<file path="src/logic/nvm_pkg.sv">
// Purpose: Shared constants and types for the nonvolatile access register block
// Assumes: AXI4-Lite register bus, 32-bit data, byte-wide registers in the low lane
// Notes:   Every offset and field position of the block lives here, with the byte reset value RST_BYTE
`default_nettype none

package nvm_pkg;
   // ==========================================================
   // Bus geometry
   localparam int          AXI_ADDR_W   = 8;
   localparam int          AXI_DATA_W   = 32;
   localparam logic [1:0]  RESP_OKAY    = 2'h0;
   localparam logic [1:0]  RESP_SLVERR  = 2'h2;

   // ==========================================================
   // Register offsets (byte addresses)
   localparam logic [7:0]  OFS_DATA_LOW   = 8'h00;
   localparam logic [7:0]  OFS_INDEX_LOW  = 8'h04;
   localparam logic [7:0]  OFS_DATA_HIGH  = 8'h08;
   localparam logic [7:0]  OFS_INDEX_HIGH = 8'h0C;
   localparam logic [7:0]  OFS_CONTROL    = 8'h10;
   localparam logic [7:0]  OFS_UNLOCK     = 8'h14;
   localparam logic [7:0]  OFS_INT_STATUS = 8'h18;
   localparam logic [7:0]  OFS_INT_MASK   = 8'h1C;

   // ==========================================================
   // Field layouts
   localparam int          DATA_HIGH_W    = 6;
   localparam int          INDEX_HIGH_W   = 5;
   localparam int          MEM_ADDR_W     = 13;
   localparam int          MEM_DATA_W     = 14;
   localparam int          CTL_SPACE_BIT  = 7;
   localparam int          CTL_ABORT_BIT  = 3;
   localparam int          CTL_PERMIT_BIT = 2;
   localparam int          CTL_COMMIT_BIT = 1;
   localparam int          CTL_FETCH_BIT  = 0;
   localparam int          INT_W          = 2;
   localparam int          INT_DONE_BIT   = 0;
   localparam int          INT_ABORT_BIT  = 1;

   // ==========================================================
   // Values
   localparam logic [7:0]  UNLOCK_FIRST   = 8'h55;
   localparam logic [7:0]  UNLOCK_SECOND  = 8'hAA;
   localparam logic [7:0]  RST_BYTE       = 8'h00;
   localparam logic [23:0] PAD_ZERO       = 24'h000000;

   // ==========================================================
   // State encodings
   typedef enum logic [2:0] {
      NVM_UL_IDLE  = 3'h1,
      NVM_UL_FIRST = 3'h2,
      NVM_UL_ARMED = 3'h4
   } nvm_unlock_state_t;

   typedef enum logic [1:0] {
      NVM_CM_IDLE = 2'h1,
      NVM_CM_BUSY = 2'h2
   } nvm_commit_state_t;
endpackage : nvm_pkg

`default_nettype wire

</file>
<file path="src/logic/nvm_unlock.sv">
// Purpose: Tracks the two-byte unlock sequence written to the unlock port
// Assumes: wr_fire pulses once per accepted register write
// Notes:   Any write that breaks the sequence drops the arm
`default_nettype none

module nvm_unlock (
   // Clock and reset
   input  wire logic       core_clk,
   input  wire logic       reset_n,
   // Register write strobe
   input  wire logic       wr_fire,
   input  wire logic       wr_is_unlock,
   input  wire logic [7:0] wr_byte,
   // Sequence state
   output logic            armed
);
   nvm_pkg::nvm_unlock_state_t state_q;

   // ==========================================================
   // Sequence tracker
   // exact byte order
   always_ff @(posedge core_clk or negedge reset_n) begin
      if (!reset_n) begin
         state_q <= nvm_pkg::NVM_UL_IDLE;
      end else if (wr_fire) begin
         if (wr_is_unlock && wr_byte == nvm_pkg::UNLOCK_FIRST) begin
            state_q <= nvm_pkg::NVM_UL_FIRST;
         end else if (wr_is_unlock && state_q == nvm_pkg::NVM_UL_FIRST &&
                      wr_byte == nvm_pkg::UNLOCK_SECOND) begin
            state_q <= nvm_pkg::NVM_UL_ARMED;
         end else begin
            // The arming write is consumed by whatever write follows it
            state_q <= nvm_pkg::NVM_UL_IDLE;
         end
      end
   end

   assign armed = (state_q == nvm_pkg::NVM_UL_ARMED);
endmodule : nvm_unlock

`default_nettype wire

</file>
<file path="src/logic/nvm_commit.sv">
// Purpose: Write cycle sequencer between start and completion or abort
// Assumes: mem_done comes from the external write timer, abort_evt from reset logic
// Notes:   Abort wins over completion in the same cycle
`default_nettype none

module nvm_commit (
   // Clock and reset
   input  wire logic core_clk,
   input  wire logic reset_n,
   // Control
   input  wire logic start,
   input  wire logic mem_done,
   input  wire logic abort_evt,
   // Status
   output logic      busy,
   output logic      done_pulse,
   output logic      abort_pulse,
   output logic      mem_wr_req
);
   nvm_pkg::nvm_commit_state_t state_q;
   logic                       req_q;

   // ==========================================================
   // Sequencer
   always_ff @(posedge core_clk or negedge reset_n) begin
      if (!reset_n) begin
         state_q <= nvm_pkg::NVM_CM_IDLE;
      end else begin
         case (state_q)
            nvm_pkg::NVM_CM_IDLE: begin
               if (start) begin
                  state_q <= nvm_pkg::NVM_CM_BUSY;
               end
            end
            nvm_pkg::NVM_CM_BUSY: begin
               if (abort_evt || mem_done) begin
                  state_q <= nvm_pkg::NVM_CM_IDLE;
               end
            end
            default: begin
               state_q <= nvm_pkg::NVM_CM_IDLE;
            end
         endcase
      end
   end

   always_ff @(posedge core_clk or negedge reset_n) begin
      if (!reset_n) begin
         req_q <= 1'b0;
      end else begin
         req_q <= start && (state_q == nvm_pkg::NVM_CM_IDLE);
      end
   end

   assign busy        = (state_q == nvm_pkg::NVM_CM_BUSY);
   assign abort_pulse = busy && abort_evt;
   assign done_pulse  = busy && mem_done && !abort_evt;
   assign mem_wr_req  = req_q;
endmodule : nvm_commit

`default_nettype wire

</file>
<file path="src/logic/nvm_regs.sv">
// Purpose: AXI4-Lite register set giving software access to data EEPROM and program flash
// Assumes: Memory array answers a read combinationally while mem_rd_req is high
// Notes:   Only one bus write and one bus read are held at a time
//
// The implementer's own choices: the AXI4-Lite interface to the registers and the register offsets.
`default_nettype none

module nvm_regs (
   // Clock and reset
   input  wire logic                               core_clk,
   input  wire logic                               reset_n,
   // AXI4-Lite write address
   input  wire logic [nvm_pkg::AXI_ADDR_W-1:0]     s_axi_awaddr,
   input  wire logic                               s_axi_awvalid,
   output logic                                    s_axi_awready,
   // AXI4-Lite write data
   input  wire logic [nvm_pkg::AXI_DATA_W-1:0]     s_axi_wdata,
   input  wire logic [3:0]                         s_axi_wstrb,
   input  wire logic                               s_axi_wvalid,
   output logic                                    s_axi_wready,
   // AXI4-Lite write response
   output logic [1:0]                              s_axi_bresp,
   output logic                                    s_axi_bvalid,
   input  wire logic                               s_axi_bready,
   // AXI4-Lite read address
   input  wire logic [nvm_pkg::AXI_ADDR_W-1:0]     s_axi_araddr,
   input  wire logic                               s_axi_arvalid,
   output logic                                    s_axi_arready,
   // AXI4-Lite read data
   output logic [nvm_pkg::AXI_DATA_W-1:0]          s_axi_rdata,
   output logic [1:0]                              s_axi_rresp,
   output logic                                    s_axi_rvalid,
   input  wire logic                               s_axi_rready,
   // Memory array port
   output logic [nvm_pkg::MEM_ADDR_W-1:0]          mem_addr,
   output logic                                    mem_space,
   output logic                                    mem_rd_req,
   input  wire logic [nvm_pkg::MEM_DATA_W-1:0]     mem_rd_data,
   output logic [7:0]                              mem_wr_data,
   output logic                                    mem_wr_req,
   input  wire logic                               mem_wr_done,
   // Reset causes that cut a write short
   input  wire logic                               external_reset_pin,
   input  wire logic                               watchdog_reset,
   input  wire logic                               brownout_reset,
   // Interrupt
   output logic                                    irq
);
   // ==========================================================
   // Declarations
   logic [7:0]                      data_low_q;
   logic [7:0]                      index_low_q;
   logic [nvm_pkg::DATA_HIGH_W-1:0] data_high_q;
   logic [nvm_pkg::INDEX_HIGH_W-1:0] index_high_q;
   logic                            space_q;
   logic                            permit_q;
   logic                            abort_q;
   logic                            fetch_q;
   logic [nvm_pkg::INT_W-1:0]       int_st_q;
   logic [nvm_pkg::INT_W-1:0]       int_st_d;
   logic [nvm_pkg::INT_W-1:0]       int_mask_q;
   logic                            aw_held_q;
   logic [7:0]                      awaddr_q;
   logic                            w_held_q;
   logic [7:0]                      wbyte_q;
   logic                            wstrb0_q;
   logic                            bvalid_q;
   logic [1:0]                      bresp_q;
   logic                            rvalid_q;
   logic [1:0]                      rresp_q;
   logic [nvm_pkg::AXI_DATA_W-1:0]  rdata_q;
   logic [7:0]                      rd_addr_q;
   logic [7:0]                      rd_byte;
   logic                            wr_fire;
   logic                            wr_en;
   logic                            ctl_wr;
   logic                            armed;
   logic                            commit_start;
   logic                            busy;
   logic                            done_pulse;
   logic                            abort_pulse;
   logic                            abort_evt;
   function automatic logic is_mapped(input logic [7:0] a);
      is_mapped = (a == nvm_pkg::OFS_DATA_LOW)   || (a == nvm_pkg::OFS_INDEX_LOW)  ||
                  (a == nvm_pkg::OFS_DATA_HIGH)  || (a == nvm_pkg::OFS_INDEX_HIGH) ||
                  (a == nvm_pkg::OFS_CONTROL)    || (a == nvm_pkg::OFS_UNLOCK)     ||
                  (a == nvm_pkg::OFS_INT_STATUS) || (a == nvm_pkg::OFS_INT_MASK);
   endfunction : is_mapped
   // ==========================================================
   // AXI4-Lite write path
   assign s_axi_awready = !aw_held_q && !bvalid_q;
   assign s_axi_wready  = !w_held_q && !bvalid_q;
   assign wr_fire       = aw_held_q && w_held_q && !bvalid_q;
   // Lane 0 carries every register; a write without it is answered but ignored
   assign wr_en         = wr_fire && wstrb0_q && is_mapped(awaddr_q);
   assign ctl_wr        = wr_en && (awaddr_q == nvm_pkg::OFS_CONTROL);
   always_ff @(posedge core_clk or negedge reset_n) begin
      if (!reset_n) begin
         aw_held_q <= 1'b0;
         awaddr_q  <= nvm_pkg::RST_BYTE;
         w_held_q  <= 1'b0;
         wbyte_q   <= nvm_pkg::RST_BYTE;
         wstrb0_q  <= 1'b0;
         bvalid_q  <= 1'b0;
         bresp_q   <= nvm_pkg::RESP_OKAY;
      end else begin
         if (s_axi_awvalid && s_axi_awready) begin
            aw_held_q <= 1'b1;
            awaddr_q  <= s_axi_awaddr;
         end else if (wr_fire) begin
            aw_held_q <= 1'b0;
         end
         if (s_axi_wvalid && s_axi_wready) begin
            w_held_q <= 1'b1;
            wbyte_q  <= s_axi_wdata[7:0];
            wstrb0_q <= s_axi_wstrb[0];
         end else if (wr_fire) begin
            w_held_q <= 1'b0;
         end
         if (wr_fire) begin
            bvalid_q <= 1'b1;
            bresp_q  <= is_mapped(awaddr_q) ? nvm_pkg::RESP_OKAY : nvm_pkg::RESP_SLVERR;
         end else if (s_axi_bready) begin
            bvalid_q <= 1'b0;
         end
      end
   end
   assign s_axi_bvalid = bvalid_q;
   assign s_axi_bresp  = bresp_q;
   // ==========================================================
   // AXI4-Lite read path
   assign s_axi_arready = !rvalid_q;
   always_comb begin
      rd_byte = nvm_pkg::RST_BYTE;
      if (s_axi_araddr == nvm_pkg::OFS_DATA_LOW) begin
         rd_byte = data_low_q;
      end else if (s_axi_araddr == nvm_pkg::OFS_INDEX_LOW) begin
         rd_byte = index_low_q;
      end else if (s_axi_araddr == nvm_pkg::OFS_DATA_HIGH) begin
         rd_byte = {2'h0, data_high_q};
      end else if (s_axi_araddr == nvm_pkg::OFS_INDEX_HIGH) begin
         rd_byte = {3'h0, index_high_q};
      end else if (s_axi_araddr == nvm_pkg::OFS_CONTROL) begin
         rd_byte = {space_q, 3'h0, abort_q, permit_q, busy, fetch_q};
      end else if (s_axi_araddr == nvm_pkg::OFS_INT_STATUS) begin
         rd_byte = {6'h00, int_st_q};
      end else if (s_axi_araddr == nvm_pkg::OFS_INT_MASK) begin
         rd_byte = {6'h00, int_mask_q};
      end else begin
         rd_byte = nvm_pkg::RST_BYTE;
      end
   end
   always_ff @(posedge core_clk or negedge reset_n) begin
      if (!reset_n) begin
         rvalid_q  <= 1'b0;
         rdata_q   <= {nvm_pkg::PAD_ZERO, nvm_pkg::RST_BYTE};
         rresp_q   <= nvm_pkg::RESP_OKAY;
         rd_addr_q <= nvm_pkg::RST_BYTE;
      end else if (s_axi_arvalid && s_axi_arready) begin
         rvalid_q  <= 1'b1;
         rdata_q   <= {nvm_pkg::PAD_ZERO, rd_byte};
         rresp_q   <= is_mapped(s_axi_araddr) ? nvm_pkg::RESP_OKAY : nvm_pkg::RESP_SLVERR;
         rd_addr_q <= s_axi_araddr;
      end else if (s_axi_rready) begin
         rvalid_q <= 1'b0;
      end
   end
   assign s_axi_rvalid = rvalid_q;
   assign s_axi_rdata  = rdata_q;
   assign s_axi_rresp  = rresp_q;
   // ==========================================================
   // Address and data registers
   // low and high data, read capture wins
   always_ff @(posedge core_clk or negedge reset_n) begin
      if (!reset_n) begin
         data_low_q  <= nvm_pkg::RST_BYTE;
         data_high_q <= '0;
      end else if (fetch_q) begin
         data_low_q <= mem_rd_data[7:0];
         if (space_q) begin
            data_high_q <= mem_rd_data[nvm_pkg::MEM_DATA_W-1:8];
         end
      end else if (wr_en && awaddr_q == nvm_pkg::OFS_DATA_LOW) begin
         data_low_q <= wbyte_q;
      end else if (wr_en && awaddr_q == nvm_pkg::OFS_DATA_HIGH) begin
         data_high_q <= wbyte_q[nvm_pkg::DATA_HIGH_W-1:0];
      end
   end
   always_ff @(posedge core_clk or negedge reset_n) begin
      if (!reset_n) begin
         index_low_q  <= nvm_pkg::RST_BYTE;
         index_high_q <= '0;
      end else if (wr_en && awaddr_q == nvm_pkg::OFS_INDEX_LOW) begin
         index_low_q <= wbyte_q;
      end else if (wr_en && awaddr_q == nvm_pkg::OFS_INDEX_HIGH) begin
         index_high_q <= wbyte_q[nvm_pkg::INDEX_HIGH_W-1:0];
      end
   end

   // ==========================================================
   // Control register
   // space select, permit
   always_ff @(posedge core_clk or negedge reset_n) begin
      if (!reset_n) begin
         space_q  <= 1'b0;
         permit_q <= 1'b0;
      end else if (ctl_wr) begin
         space_q  <= wbyte_q[nvm_pkg::CTL_SPACE_BIT];
         permit_q <= wbyte_q[nvm_pkg::CTL_PERMIT_BIT];
      end
   end
   always_ff @(posedge core_clk or negedge reset_n) begin
      if (!reset_n) begin
         fetch_q <= 1'b0;
      end else if (fetch_q) begin
         fetch_q <= 1'b0;
      end else if (ctl_wr && wbyte_q[nvm_pkg::CTL_FETCH_BIT]) begin
         fetch_q <= 1'b1;
      end
   end
   always_ff @(posedge core_clk or negedge reset_n) begin
      if (!reset_n) begin
         abort_q <= 1'b0;
      end else if (abort_pulse) begin
         abort_q <= 1'b1;
      end else if (done_pulse) begin
         abort_q <= 1'b0;
      end else if (ctl_wr) begin
         abort_q <= wbyte_q[nvm_pkg::CTL_ABORT_BIT];
      end
   end
   // start only when armed, permitted and in data space
   assign commit_start = ctl_wr && wbyte_q[nvm_pkg::CTL_COMMIT_BIT] && armed && permit_q &&
                         !wbyte_q[nvm_pkg::CTL_SPACE_BIT] && !busy;
   assign abort_evt    = external_reset_pin || watchdog_reset || brownout_reset;
   nvm_unlock u_unlock (
      .core_clk     (core_clk),
      .reset_n      (reset_n),
      .wr_fire      (wr_en),
      .wr_is_unlock (awaddr_q == nvm_pkg::OFS_UNLOCK),
      .wr_byte      (wbyte_q),
      .armed        (armed)
   );
   nvm_commit u_commit (
      .core_clk    (core_clk),
      .reset_n     (reset_n),
      .start       (commit_start),
      .mem_done    (mem_wr_done),
      .abort_evt   (abort_evt),
      .busy        (busy),
      .done_pulse  (done_pulse),
      .abort_pulse (abort_pulse),
      .mem_wr_req  (mem_wr_req)
   );

   // ==========================================================
   // Interrupt status and mask
   // done flag sticky, set beats clear
   always_comb begin
      int_st_d = int_st_q;
      if (wr_en && awaddr_q == nvm_pkg::OFS_INT_STATUS) begin
         int_st_d = int_st_q & ~wbyte_q[nvm_pkg::INT_W-1:0];
      end
      int_st_d[nvm_pkg::INT_DONE_BIT]  = int_st_d[nvm_pkg::INT_DONE_BIT] | done_pulse;
      int_st_d[nvm_pkg::INT_ABORT_BIT] = int_st_d[nvm_pkg::INT_ABORT_BIT] | abort_pulse;
   end
   always_ff @(posedge core_clk or negedge reset_n) begin
      if (!reset_n) begin
         int_st_q   <= '0;
         int_mask_q <= '0;
      end else begin
         int_st_q <= int_st_d;
         if (wr_en && awaddr_q == nvm_pkg::OFS_INT_MASK) begin
            int_mask_q <= wbyte_q[nvm_pkg::INT_W-1:0];
         end
      end
   end
   assign irq         = |(int_st_q & int_mask_q);
   assign mem_addr    = {index_high_q, index_low_q};
   assign mem_space   = space_q;
   assign mem_rd_req  = fetch_q;
   assign mem_wr_data = data_low_q;
endmodule : nvm_regs

`default_nettype wire

</file>
<file path="config.mk">
export PLATFORM = sky130hd
export DESIGN_NAME = nvm_regs
export DESIGN_NICKNAME = d
export VERILOG_FILES = /design/src/logic/nvm_pkg.sv /design/src/logic/nvm_unlock.sv /design/src/logic/nvm_commit.sv /design/src/logic/nvm_regs.sv
export SDC_FILE = /design/constraint.sdc
export NUM_CORES = 1
export LEC_CHECK = 0
export ABC_CLOCK_PERIOD_IN_PS = 2150
export BUFFER_PORTS_ARGS = -buffer_cell sky130_fd_sc_hd__buf_2
export CAP_MARGIN = 30
export CORE_UTILIZATION = 35
export CTS_CLUSTER_SIZE = 24
export DETAILED_ROUTE_END_ITERATION = 10
export HOLD_SLACK_MARGIN = 0.08
export SLEW_MARGIN = 20
export SYNTH_ARGS = -nofsm -noshare
export SYNTH_HDL_FRONTEND = slang
export SYNTH_SLANG_ARGS = --single-unit
</file>
<file path="constraint.sdc">
create_clock -name core_clk -period 2.15 [get_ports core_clk]
set_input_delay 0.215 -clock core_clk [delete_from_list [all_inputs] [get_ports core_clk]]
set_output_delay 0.215 -clock core_clk [all_outputs]
set_load 0.01 [all_outputs]
</file>
==> results of run 1 <==
## placed cells by master, fill, tap and decap left out, types with 3 or more instances in the layout
| cell | count |
|---|---|
| a31oi_1 | 4 |
| conb_1 | 26 |
| dfrtp_1 | 70 |
| nor4_1 | 4 |
| nand2b_1 | 3 |
| nor2_1 | 16 |
| o21ai_1 | 4 |
| nand3_1 | 6 |
| nand4b_1 | 3 |
| mux2i_1 | 15 |
| inv_1 | 8 |
| buf_2 | 89 |
| mux2_2 | 24 |
| and2_1 | 3 |
| nor3b_1 | 5 |
| o31ai_1 | 4 |
| o21ai_0 | 14 |
| a21oi_1 | 5 |
| nand2_1 | 31 |
| buf_4 | 7 |
| clkbuf_8 | 11 |
| mux2_4 | 13 |
| dlygate4sd3_1 | 9 |
| nor3_1 | 6 |
| o221a_1 | 6 |
| or2_2 | 6 |
| nand4_1 | 4 |
## report_power, final
group | internal [mW] | leakage (nW) | switching (mW)
combinational | 0.553 | 1.10 | 0.492
sequential | 1.67 | 0.889 | 0.448
clock | 0.709 | 0.112 | 0.489
total | 2.93 | 2.10 | 1.43
## sequential cells by signal, summed over array words and instances (netlist names), 2 cells and up
signal,flops
s_axi_rdata,8
index_low_q,8
int_st_q,2
u_unlock.state_q,3
u_commit.state_q,2
wbyte_q,8
mem_wr_data,8
int_mask_q,2
data_high_q,6
index_high_q,5
awaddr_q,8
## stage by stage
stage	cells	hold WS, ns	cell area (µm²)	util [%]	power, mW
global route	569	0.0880	4490	43.9	4.61
floorplan	356	-0.0806	3770	-	2.73
global placement	545	0.271	4180	40.8	3.15
finish	569	0.0878	4490	43.9	4.36
CTS	568	0.0802	4480	43.8	4.40
detailed placement	545	0.283	4180	40.8	3.19
## how the worst max path moves through the flow
stage	from	endpoint	slack [ns]	depth (start not counted)
after floorplan	awaddr_q[5]	index_high_q[0]	0.49	5
after global placement	awaddr_q[1]	index_low_q[0]	0.33	4
after detailed placement	awaddr_q[1]	index_low_q[3]	0.30	4
after CTS	awaddr_q[1]	index_low_q[3]	0.28	4
after global routing	s_axi_bvalid	index_low_q[6]	0.19	4
final	awaddr_q[1]	index_low_q[3]	0.30	4
## cells by family (layout without fill, tap and decap cells)
kind of cell / Yosys count / after routing / share of synthesized area, %
buffers and inverters: 52 / 129 / 8.44
other: 1 / 26 / 0.102
AO/OA/AOI/OAI: 51 / 51 / 9.60
flip-flops: 72 / 72 / 49.1
AND/OR/NAND/NOR: 102 / 102 / 15.4
multiplexers: 53 / 53 / 17.4
## layout make-up
type                       instances  area [µm²]
fill                             983        5740
sequential                        72        1800
multi-input combinational        232        1660
timing repair buffer             106         608
tap                              136         170
clock buffer                      12         155
clock inverter                     3        65.1
inverter                           8        30.0
## per-layer routing
metal / GRT usage (%) / vias to the layer above
met5: 0 / -
met4: 4.18 / 0
met3: 5.01 / 9
met2: 27.9 / 86
met1: 21.5 / 1363
li1: - / 1328
## critical path, cell delays in order, from the launching register on
cell and delay (ns):
dfrtp_1 0.44, nor3b_4 0.23, nand4b_1 0.20, or2_1 0.49, mux2_4 0.38
==> qor.csv, run 1 <==
metric,value,unit
post_drt_wl_per_cell,15.5,µm
yosys-top-cells-area,"dfrtp_1, mux2_2, buf_4",
cts_tree,done,
postCtsSetupRepairBufs,0,
drv_slew,0,
max_slew_margin,62.1,%
rows,37,
grt_pass1_vias,2769,
hold_path_class,in2reg,
fmax,540,MHz
skew,0.00565,ns
timing.setup.tns,0,ns
grt_overflow_total,0,
post_cts_resized,0,
hpwl,6460,µm
drive_gt1_share,37.0,%
crit_fanout,8,
yosysUniqueCellTypes,52,
syn_area_per_cell,11.1,µm²
finalWorstSetupSlack,0.298,ns
io_buffer_count,89,
startpoint_type,register,
io-pin-count,143,
critPathKind,reg2reg,
worstReg2RegStart,awaddr_q[1],
grt_pass1_wl,14300,µm
drt_pass1_iterations,4,
hold_viol_final,0,
yosysWarnings,0,
core_area,10200,µm²
pre_cts_ws,0.296,ns
yosys.area.top_type,dfrtp_1,
rsz0062_at_grt,false,
cts_root_buf,clkbuf_8,
ir_drop,0.533,mV
finalCritPeriodShare,86.2,%
synth_edf_count,0,
initial_core_util,35.9,%
worstPathRequired,2.38,ns
critPathCaptureType,register,
wl_met2,4310,µm
ctsHoldBuffers,8,
r2r_end,index_low_q[3],
max-cap-violations,0,
synth-seq-area-share,49.1,%
area_growth,22.1,%
hold_depth,3,
tightest_slew,0.569,ns
grt_antenna_before_repair,0,
cts_htree_levels,3,
ys.flop_type,dfrtp_1,
highest_layer,met4,
holdPathEnd,mem_wr_data[4],
ys_seq_elements,72,
clock_latency,0.35,ns
cp.arrival,2.09,ns
status,completed,
wl_met3,498,µm
nets,506,
cts_buffers,9,
drt_wl_total,8840,µm
ys_top_cells_by_count,"dfrtp_1, nand2_1, buf_4, mux2_2, nor2_1",
syn_area,3680,µm²
drt.antenna.violating_nets,0,
drc,0,
grt_max_degree,73,
via_per_inst,4.90,
dieArea,10900,µm²
min_from,mem_rd_data[4],
setup_viol,0,
drt-initial-drc-count,101,
num_vias,2786,
async_flop_share,100,%
synthCells,331,
fin_crit,1.85,ns
yosysTopAreaCellShare,47.7,%
drt-met1-wl,3950,µm
clkTransAtPathRegs,0.07,ns
yosysMostFrequentCell,dfrtp_1,
die_y,104,µm
cts_sinks,72,
antenna_cells,0,
die_x,104,µm
gr-usage-all-layers,16.8,%
r2r_slack,0.30,ns
pwr_density_cell,971,nW/µm²
place_congestion,0.757,
cts_buffer_depth,2,
ff2ff_path_depth,4,
p_leak,2.10,nW
(Power assumes the default switching activity.)
==> run 2, diff against run 1 <==
--- a/config.mk
+++ b/config.mk
@@ -8,10 +8,11 @@
 export ABC_CLOCK_PERIOD_IN_PS = 2150
 export BUFFER_PORTS_ARGS = -buffer_cell sky130_fd_sc_hd__buf_2
 export CAP_MARGIN = 30
-export CORE_UTILIZATION = 35
+export CORE_UTILIZATION = 45
 export CTS_CLUSTER_SIZE = 24
 export DETAILED_ROUTE_END_ITERATION = 10
 export HOLD_SLACK_MARGIN = 0.08
+export PLACE_DENSITY = 0.75
 export SLEW_MARGIN = 20
 export SYNTH_ARGS = -nofsm -noshare
 export SYNTH_HDL_FRONTEND = slang
==> run 2 against run 1 <==
Register-to-register slack lost 0.09 ns; clock-buffer cell count decreased by 1; cell area down 2.2%; total power is 3.0% lower; largest cell class unchanged; critical endpoint is now index_low_q[6]; sequential share of layout area grew 0.92 points; largest power group unchanged; flip-flop and latch count stayed put; clock skew rose by 0.0099 ns.
==> qor.csv, run 2 (same netlist as run 1, synthesis figures left out) <==
metric,value,unit,change
gr-usage-all-layers,20.6,%,was 16.8%
power.internal,2.78,mW,was 2.93 mW
grt_max_degree,73,,unchanged
io-pin-count,143,,unchanged
power_frac_seq,50.0,%,was 48.5%
multi_input_area,1660,µm²,unchanged
skew,0.0156,ns,was 0.00565 ns
die_x,92.4,µm,was 104 µm
tightest_slew,0.641,ns,was 0.569 ns
max-cap-violations,0,,unchanged
worstReg2RegStart,awaddr_q[1],,unchanged
p_leak,2.07,nW,was 2.10 nW
ff2ff_path_depth,4,,unchanged
fin_crit,1.94,ns,was 1.85 ns
post-place-cells,509,,was 545
drc,0,,unchanged
rsz0062_at_grt,false,,unchanged
critPathCaptureType,register,,unchanged
drv_slew,0,,unchanged
postPlaceCellArea,4120,µm²,was 4180 µm²
fin_cells,532,,was 569
holdPathEnd,mem_wr_data[0],,was mem_wr_data[4]
cts_sinks,72,,unchanged
post_cts_resized,0,,unchanged
cts_tree,done,,unchanged
cts_htree_levels,3,,unchanged
ir_drop,0.607,mV,was 0.533 mV
drt_pass1_iterations,4,,unchanged
critPathSlowestCell,or2_1,,unchanged
layout_common_cells,"buf_2, dfrtp_1, nand2_1, conb_1, mux2_2",,unchanged
area_growth,19.4,%,was 22.1%
startpoint,awaddr_q[1],,unchanged
dieArea,8530,µm²,was 10900 µm²
worstPathRequired,2.38,ns,about the same
startpoint_type,register,,unchanged
pwr-share-comb,24.5,%,was 24.0%
io_buffer_count,89,,unchanged
drive_gt1_share,37.0,%,about the same
final_common_cell,buf_2,,unchanged
worstPathCellList,nor3b_4 -> nand4b_1 -> or2_1 -> mux2_4,,unchanged
hpwl,6100,µm,was 6460 µm
via_per_inst,5.15,,was 4.90
grt_antenna_before_repair,0,,unchanged
status,completed,,unchanged
critPathKind,reg2reg,,unchanged
cts_buffer_depth,2,,unchanged
fill_cells,698,,was 983
cts_buffers,9,,unchanged
die_y,92.4,µm,was 104 µm
regArea,1800,µm²,unchanged
num_vias,2739,,was 2786
min_from,mem_rd_data[0],,was mem_rd_data[4]
cts_root_buf,clkbuf_8,,unchanged
final_cell_area,4390,µm²,was 4490 µm²
hold_viol_final,0,,unchanged
critical_path.top_delay_family,simple AND/OR/NAND/NOR gates,,unchanged
drt.antenna.violating_nets,0,,unchanged
cp.arrival,2.17,ns,was 2.09 ns
place_congestion,0.908,,was 0.757
grt_pass1_vias,2665,,was 2769
max_slew_margin,57.3,%,was 62.1%
timing.setup.tns,0,ns,unchanged
r2r_end,index_low_q[6],,was index_low_q[3]
finalCritPeriodShare,90.4,%,was 86.2%
setup_viol,0,,unchanged
clkTransAtPathRegs,0.08,ns,was 0.07 ns
swShare,34.3,%,was 32.8%
power,4.23,mW,was 4.36 mW
power_frac_clock,25.5,%,was 27.5%
drt_wl_total,8370,µm,was 8840 µm
rows,32,,was 37
initial_core_util,47.1,%,was 35.9%
nets,502,,was 506
cpPeakStageDelay,0.48,ns,was 0.49 ns
hold_depth,3,,unchanged
p_switching,1.45,mW,was 1.43 mW
antenna_cells,0,,unchanged
grt_overflow_total,0,,unchanged
pwr_density_cell,963,nW/µm²,was 971 nW/µm²
fmax,515,MHz,was 540 MHz
crit_fanout,8,,unchanged
post_drt_wl_per_cell,15.7,µm,was 15.5 µm
r2r_slack,0.21,ns,was 0.30 ns
drt-initial-drc-count,168,,was 101
hold_path_class,in2reg,,unchanged
clock_latency,0.35,ns,about the same
cp_num_buf_inv,0,,unchanged
postCtsSetupRepairBufs,0,,unchanged
core_area,7810,µm²,was 10200 µm²
grt_pass1_wl,13500,µm,was 14300 µm
run 2: cell count changes in the layout (fill, tap and decap cells not counted), sizes merged:
cell / change
buf: -2
clkinv: +2
dlygate4sd3: -2
bufinv: -1
clkbuf: -1
clkinvlp: +1
run 2: metal layers:
| metal | global-route usage (%) | up-vias | share of wire (%) |
|---|---|---|---|
| met5 | 0 | - | 0 |
| met1 | 27.6 | 1329 | 45 |
| li1 | - | 1315 | - |
| met3 | 4.76 | 10 | 5.1 |
| met2 | 33.1 | 85 | 49 |
| met4 | 6.38 | 0 | 1.3 |
run 2: how the worst max path moves through the flow:
stage,slack [ns],endpoint,cells past startpoint
floorplan,0.49,index_high_q[0],5
global placement,0.26,index_low_q[3],4
detailed placement,0.22,index_low_q[0],4
CTS,0.20,index_low_q[6],4
global route,0.09,index_low_q[6],4
finish,0.21,index_low_q[6],4
run 2: worst reg2reg max path, stage by stage (launching register included):
cell      delay, ns
dfrtp_1        0.45
nor3b_4        0.30
nand4b_1       0.22
or2_1          0.48
mux2_4         0.37
run 2: through the flow:
stage                     utilization (%)  setup WS (ns)  hold WS, ns
final                                56.2          0.206       0.0831
after global routing                 56.2         0.0945       0.0821
after CTS                            56.1          0.196       0.0827
after detailed placement             52.8          0.219        0.273
after global placement               52.8          0.256        0.272
after floorplan                         -          0.492      -0.0806
run 2: repair_timing:
action / 4_1_cts / 5_1_grt
endpoints found under the setup margin: 0 / 0
hold endpoints to repair: 75 / 1
hold buffers: 6 / 1
run 2: final cells by class:
| class | count | share of cell area, % |
|---|---|---|
| repair buffers | 102 | 13.1 |
| well taps | 102 | 2.91 |
| flip-flops and latches | 72 | 41.1 |
| clock inverters | 5 | 1.28 |
| clock buffers | 11 | 3.22 |
| multi-input cells | 232 | 37.7 |
| inverters | 8 | 0.684 |
run 2: power by group through the flow:
stage	Combinational, mW	Clock, mW	Sequential, mW
floorplan	0.739	0	1.99
global placement	0.997	0	2.11
detailed placement	1.03	0	2.13
CTS	1.04	1.09	2.11
global route	1.16	1.16	2.16
finish	1.04	1.08	2.11
==> run 3, diff against run 2 <==
--- a/config.mk
+++ b/config.mk
@@ -5,7 +5,7 @@
 export SDC_FILE = /design/constraint.sdc
 export NUM_CORES = 1
 export LEC_CHECK = 0
-export ABC_CLOCK_PERIOD_IN_PS = 2150
+export ABC_CLOCK_PERIOD_IN_PS = 1880
 export BUFFER_PORTS_ARGS = -buffer_cell sky130_fd_sc_hd__buf_2
 export CAP_MARGIN = 30
 export CORE_UTILIZATION = 45
==> constraint.sdc (replaced) <==
create_clock -name core_clk -period 1.88 [get_ports core_clk]
set_input_delay 0.188 -clock core_clk [delete_from_list [all_inputs] [get_ports core_clk]]
set_output_delay 0.188 -clock core_clk [all_outputs]
set_load 0.01 [all_outputs]
==> run 3 against run 2 <==
Via count is 5.9% higher; maximum frequency is 9.8% higher; total power up 21%; critical path depth stayed put; worst setup slack worse by 0.096 ns; cell count grew 4.5%; critical path type unchanged.
==> qor.csv, run 3 (same netlist as run 1, synthesis figures left out) <==
metric,value,unit,change
status,completed,,unchanged
p_leak,2.20,nW,was 2.07 nW
fmax,565,MHz,was 515 MHz
r2r_slack,0.11,ns,was 0.21 ns
cts_buffer_depth,2,,unchanged
skew,0.0152,ns,was 0.0156 ns
finalWorstSetupSlack,0.110,ns,was 0.206 ns
initial_core_util,47.1,%,unchanged
cp_num_buf_inv,0,,unchanged
r2r_end,index_high_q[0],,was index_low_q[6]
die_y,92.4,µm,unchanged
max_slew_margin,60.8,%,was 57.3%
critPathKind,reg2reg,,unchanged
dieArea,8530,µm²,unchanged
final_common_cell,buf_2,,unchanged
critPathCaptureType,register,,unchanged
cts_buffers,9,,unchanged
fin_crit,1.77,ns,was 1.94 ns
drt_pass1_iterations,6,,was 4
startpoint_type,register,,unchanged
setup_viol,0,,unchanged
timing.setup.tns,0,ns,unchanged
min_from,s_axi_awvalid,,was mem_rd_data[0]
hold_path_class,in2reg,,unchanged
tightest_slew,0.579,ns,was 0.641 ns
post-place-cells,515,,was 509
die_x,92.4,µm,unchanged
drt_wl_total,8740,µm,was 8370 µm
via_per_inst,5.22,,was 5.15
grt_antenna_before_repair,0,,unchanged
critPathSlowestCell,dfrtp_1,,was or2_1
drv_slew,0,,unchanged
worstPathCellList,nor3b_4 -> nand4b_1 -> or2_1 -> mux2_4,,unchanged
hpwl,6210,µm,was 6100 µm
hold_viol_final,0,,unchanged
cts_htree_levels,3,,unchanged
postCtsSetupRepairBufs,0,,unchanged
pwr_density_cell,1100,nW/µm²,was 963 nW/µm²
io-pin-count,143,,unchanged
cts_root_buf,clkbuf_8,,unchanged
antenna_cells,0,,unchanged
ir_drop,0.695,mV,was 0.607 mV
cts_tree,done,,unchanged
worstPathRequired,2.11,ns,was 2.38 ns
core_area,7810,µm²,unchanged
grt_pass1_vias,2882,,was 2665
holdPathEnd,aw_held_q,,was mem_wr_data[0]
grt_pass1_wl,14100,µm,was 13500 µm
grt_overflow_total,0,,unchanged
rsz0062_at_grt,false,,unchanged
num_vias,2900,,was 2739
layout_common_cells,"buf_2, dfrtp_1, nand2_1, conb_1, dlygate4sd3_1",,"was buf_2, dfrtp_1, nand2_1, conb_1, mux2_2"
rows,32,,unchanged
max-cap-violations,0,,unchanged
clock_latency,0.35,ns,about the same
io_buffer_count,89,,unchanged
area_growth,26.7,%,was 19.4%
critical_path.top_delay_family,simple AND/OR/NAND/NOR gates,,unchanged
post_drt_wl_per_cell,15.7,µm,about the same
finalCritPeriodShare,94.1,%,was 90.4%
hold_depth,3,,unchanged
pre_cts_ws,0.0267,ns,was 0.219 ns
gr-usage-all-layers,21.6,%,was 20.6%
cpPeakStageDelay,0.46,ns,was 0.48 ns
grt_max_degree,73,,unchanged
clkTransAtPathRegs,0.08,ns,about the same
crit_fanout,5,,was 8
drt.antenna.violating_nets,0,,unchanged
fin_cells,556,,was 532
place_congestion,0.894,,was 0.908
power,5.10,mW,was 4.23 mW
nets,526,,was 502
worstReg2RegStart,awaddr_q[1],,unchanged
ff2ff_path_depth,4,,unchanged
drt-initial-drc-count,184,,was 168
cp.arrival,2.00,ns,was 2.17 ns
cts_sinks,72,,unchanged
drc,0,,unchanged
drive_gt1_share,36.6,%,was 37.0%
==> run 3: final cells by class <==
cell class                      instances  area, µm²
Multi-Input combinational cell        232       1670
Clock buffer                           12        155
Tap cell                              102        128
Clock inverter                          4       76.3
Fill cell                             671       3150
Timing Repair Buffer                  126        798
Sequential cell                        72       1800
Inverter                                8       30.0
==> run 3: worst reg2reg max path: stages (launching register included) <==
cell and delay (ns):
dfrtp_1 0.46, nor3b_4 0.24, nand4b_1 0.20, or2_1 0.41, mux2_4 0.34
==> run 3: how the worst max path moves through the flow <==
stage / startpoint / to / slack, ns / depth (start not counted)
after detailed placement: awaddr_q[1] / index_low_q[2] / 0.03 / 4
after CTS: awaddr_q[1] / index_low_q[6] / 0.008 / 4
after global routing: awaddr_q[1] / index_high_q[3] / 0.02 / 4
after floorplan: awaddr_q[5] / index_high_q[0] / 0.22 / 5
after global placement: awaddr_q[1] / index_low_q[3] / 0.09 / 4
final: awaddr_q[1] / index_high_q[0] / 0.11 / 4
==> run 3: through the flow <==
step / cell area (µm²) / hold WS [ns] / utilization, %
2_1_floorplan: 3770 / -0.108 / -
3_3_place_gp: 4170 / 0.244 / 53.3
3_5_place_dp: 4170 / 0.254 / 53.3
4_1_cts: 4650 / 0.0822 / 59.5
5_1_grt: 4660 / 0.0846 / 59.7
6_report: 4660 / 0.0911 / 59.7
==> run 3: what timing repair did <==
| item | 4_1_cts | 5_1_grt |
|---|---|---|
| hold endpoints to repair | 94 | 0 |
| endpoints found under the setup margin | 0 | 13 |
| hold buffers | 25 | 0 |
| resized for setup | 0 | 3 |
==> run 3: where the power goes <==
group | internal (mW) | switching, mW
Combinational | 0.692 | 0.602
Clock | 0.823 | 0.585
Sequential | 1.91 | 0.495
==> run 3: metal layers <==
layer,global-route usage (%),share of wire (%)
met1,27.7,43
met2,36.0,50
met3,5.01,5.2
met4,6.77,1.6
met5,0,0
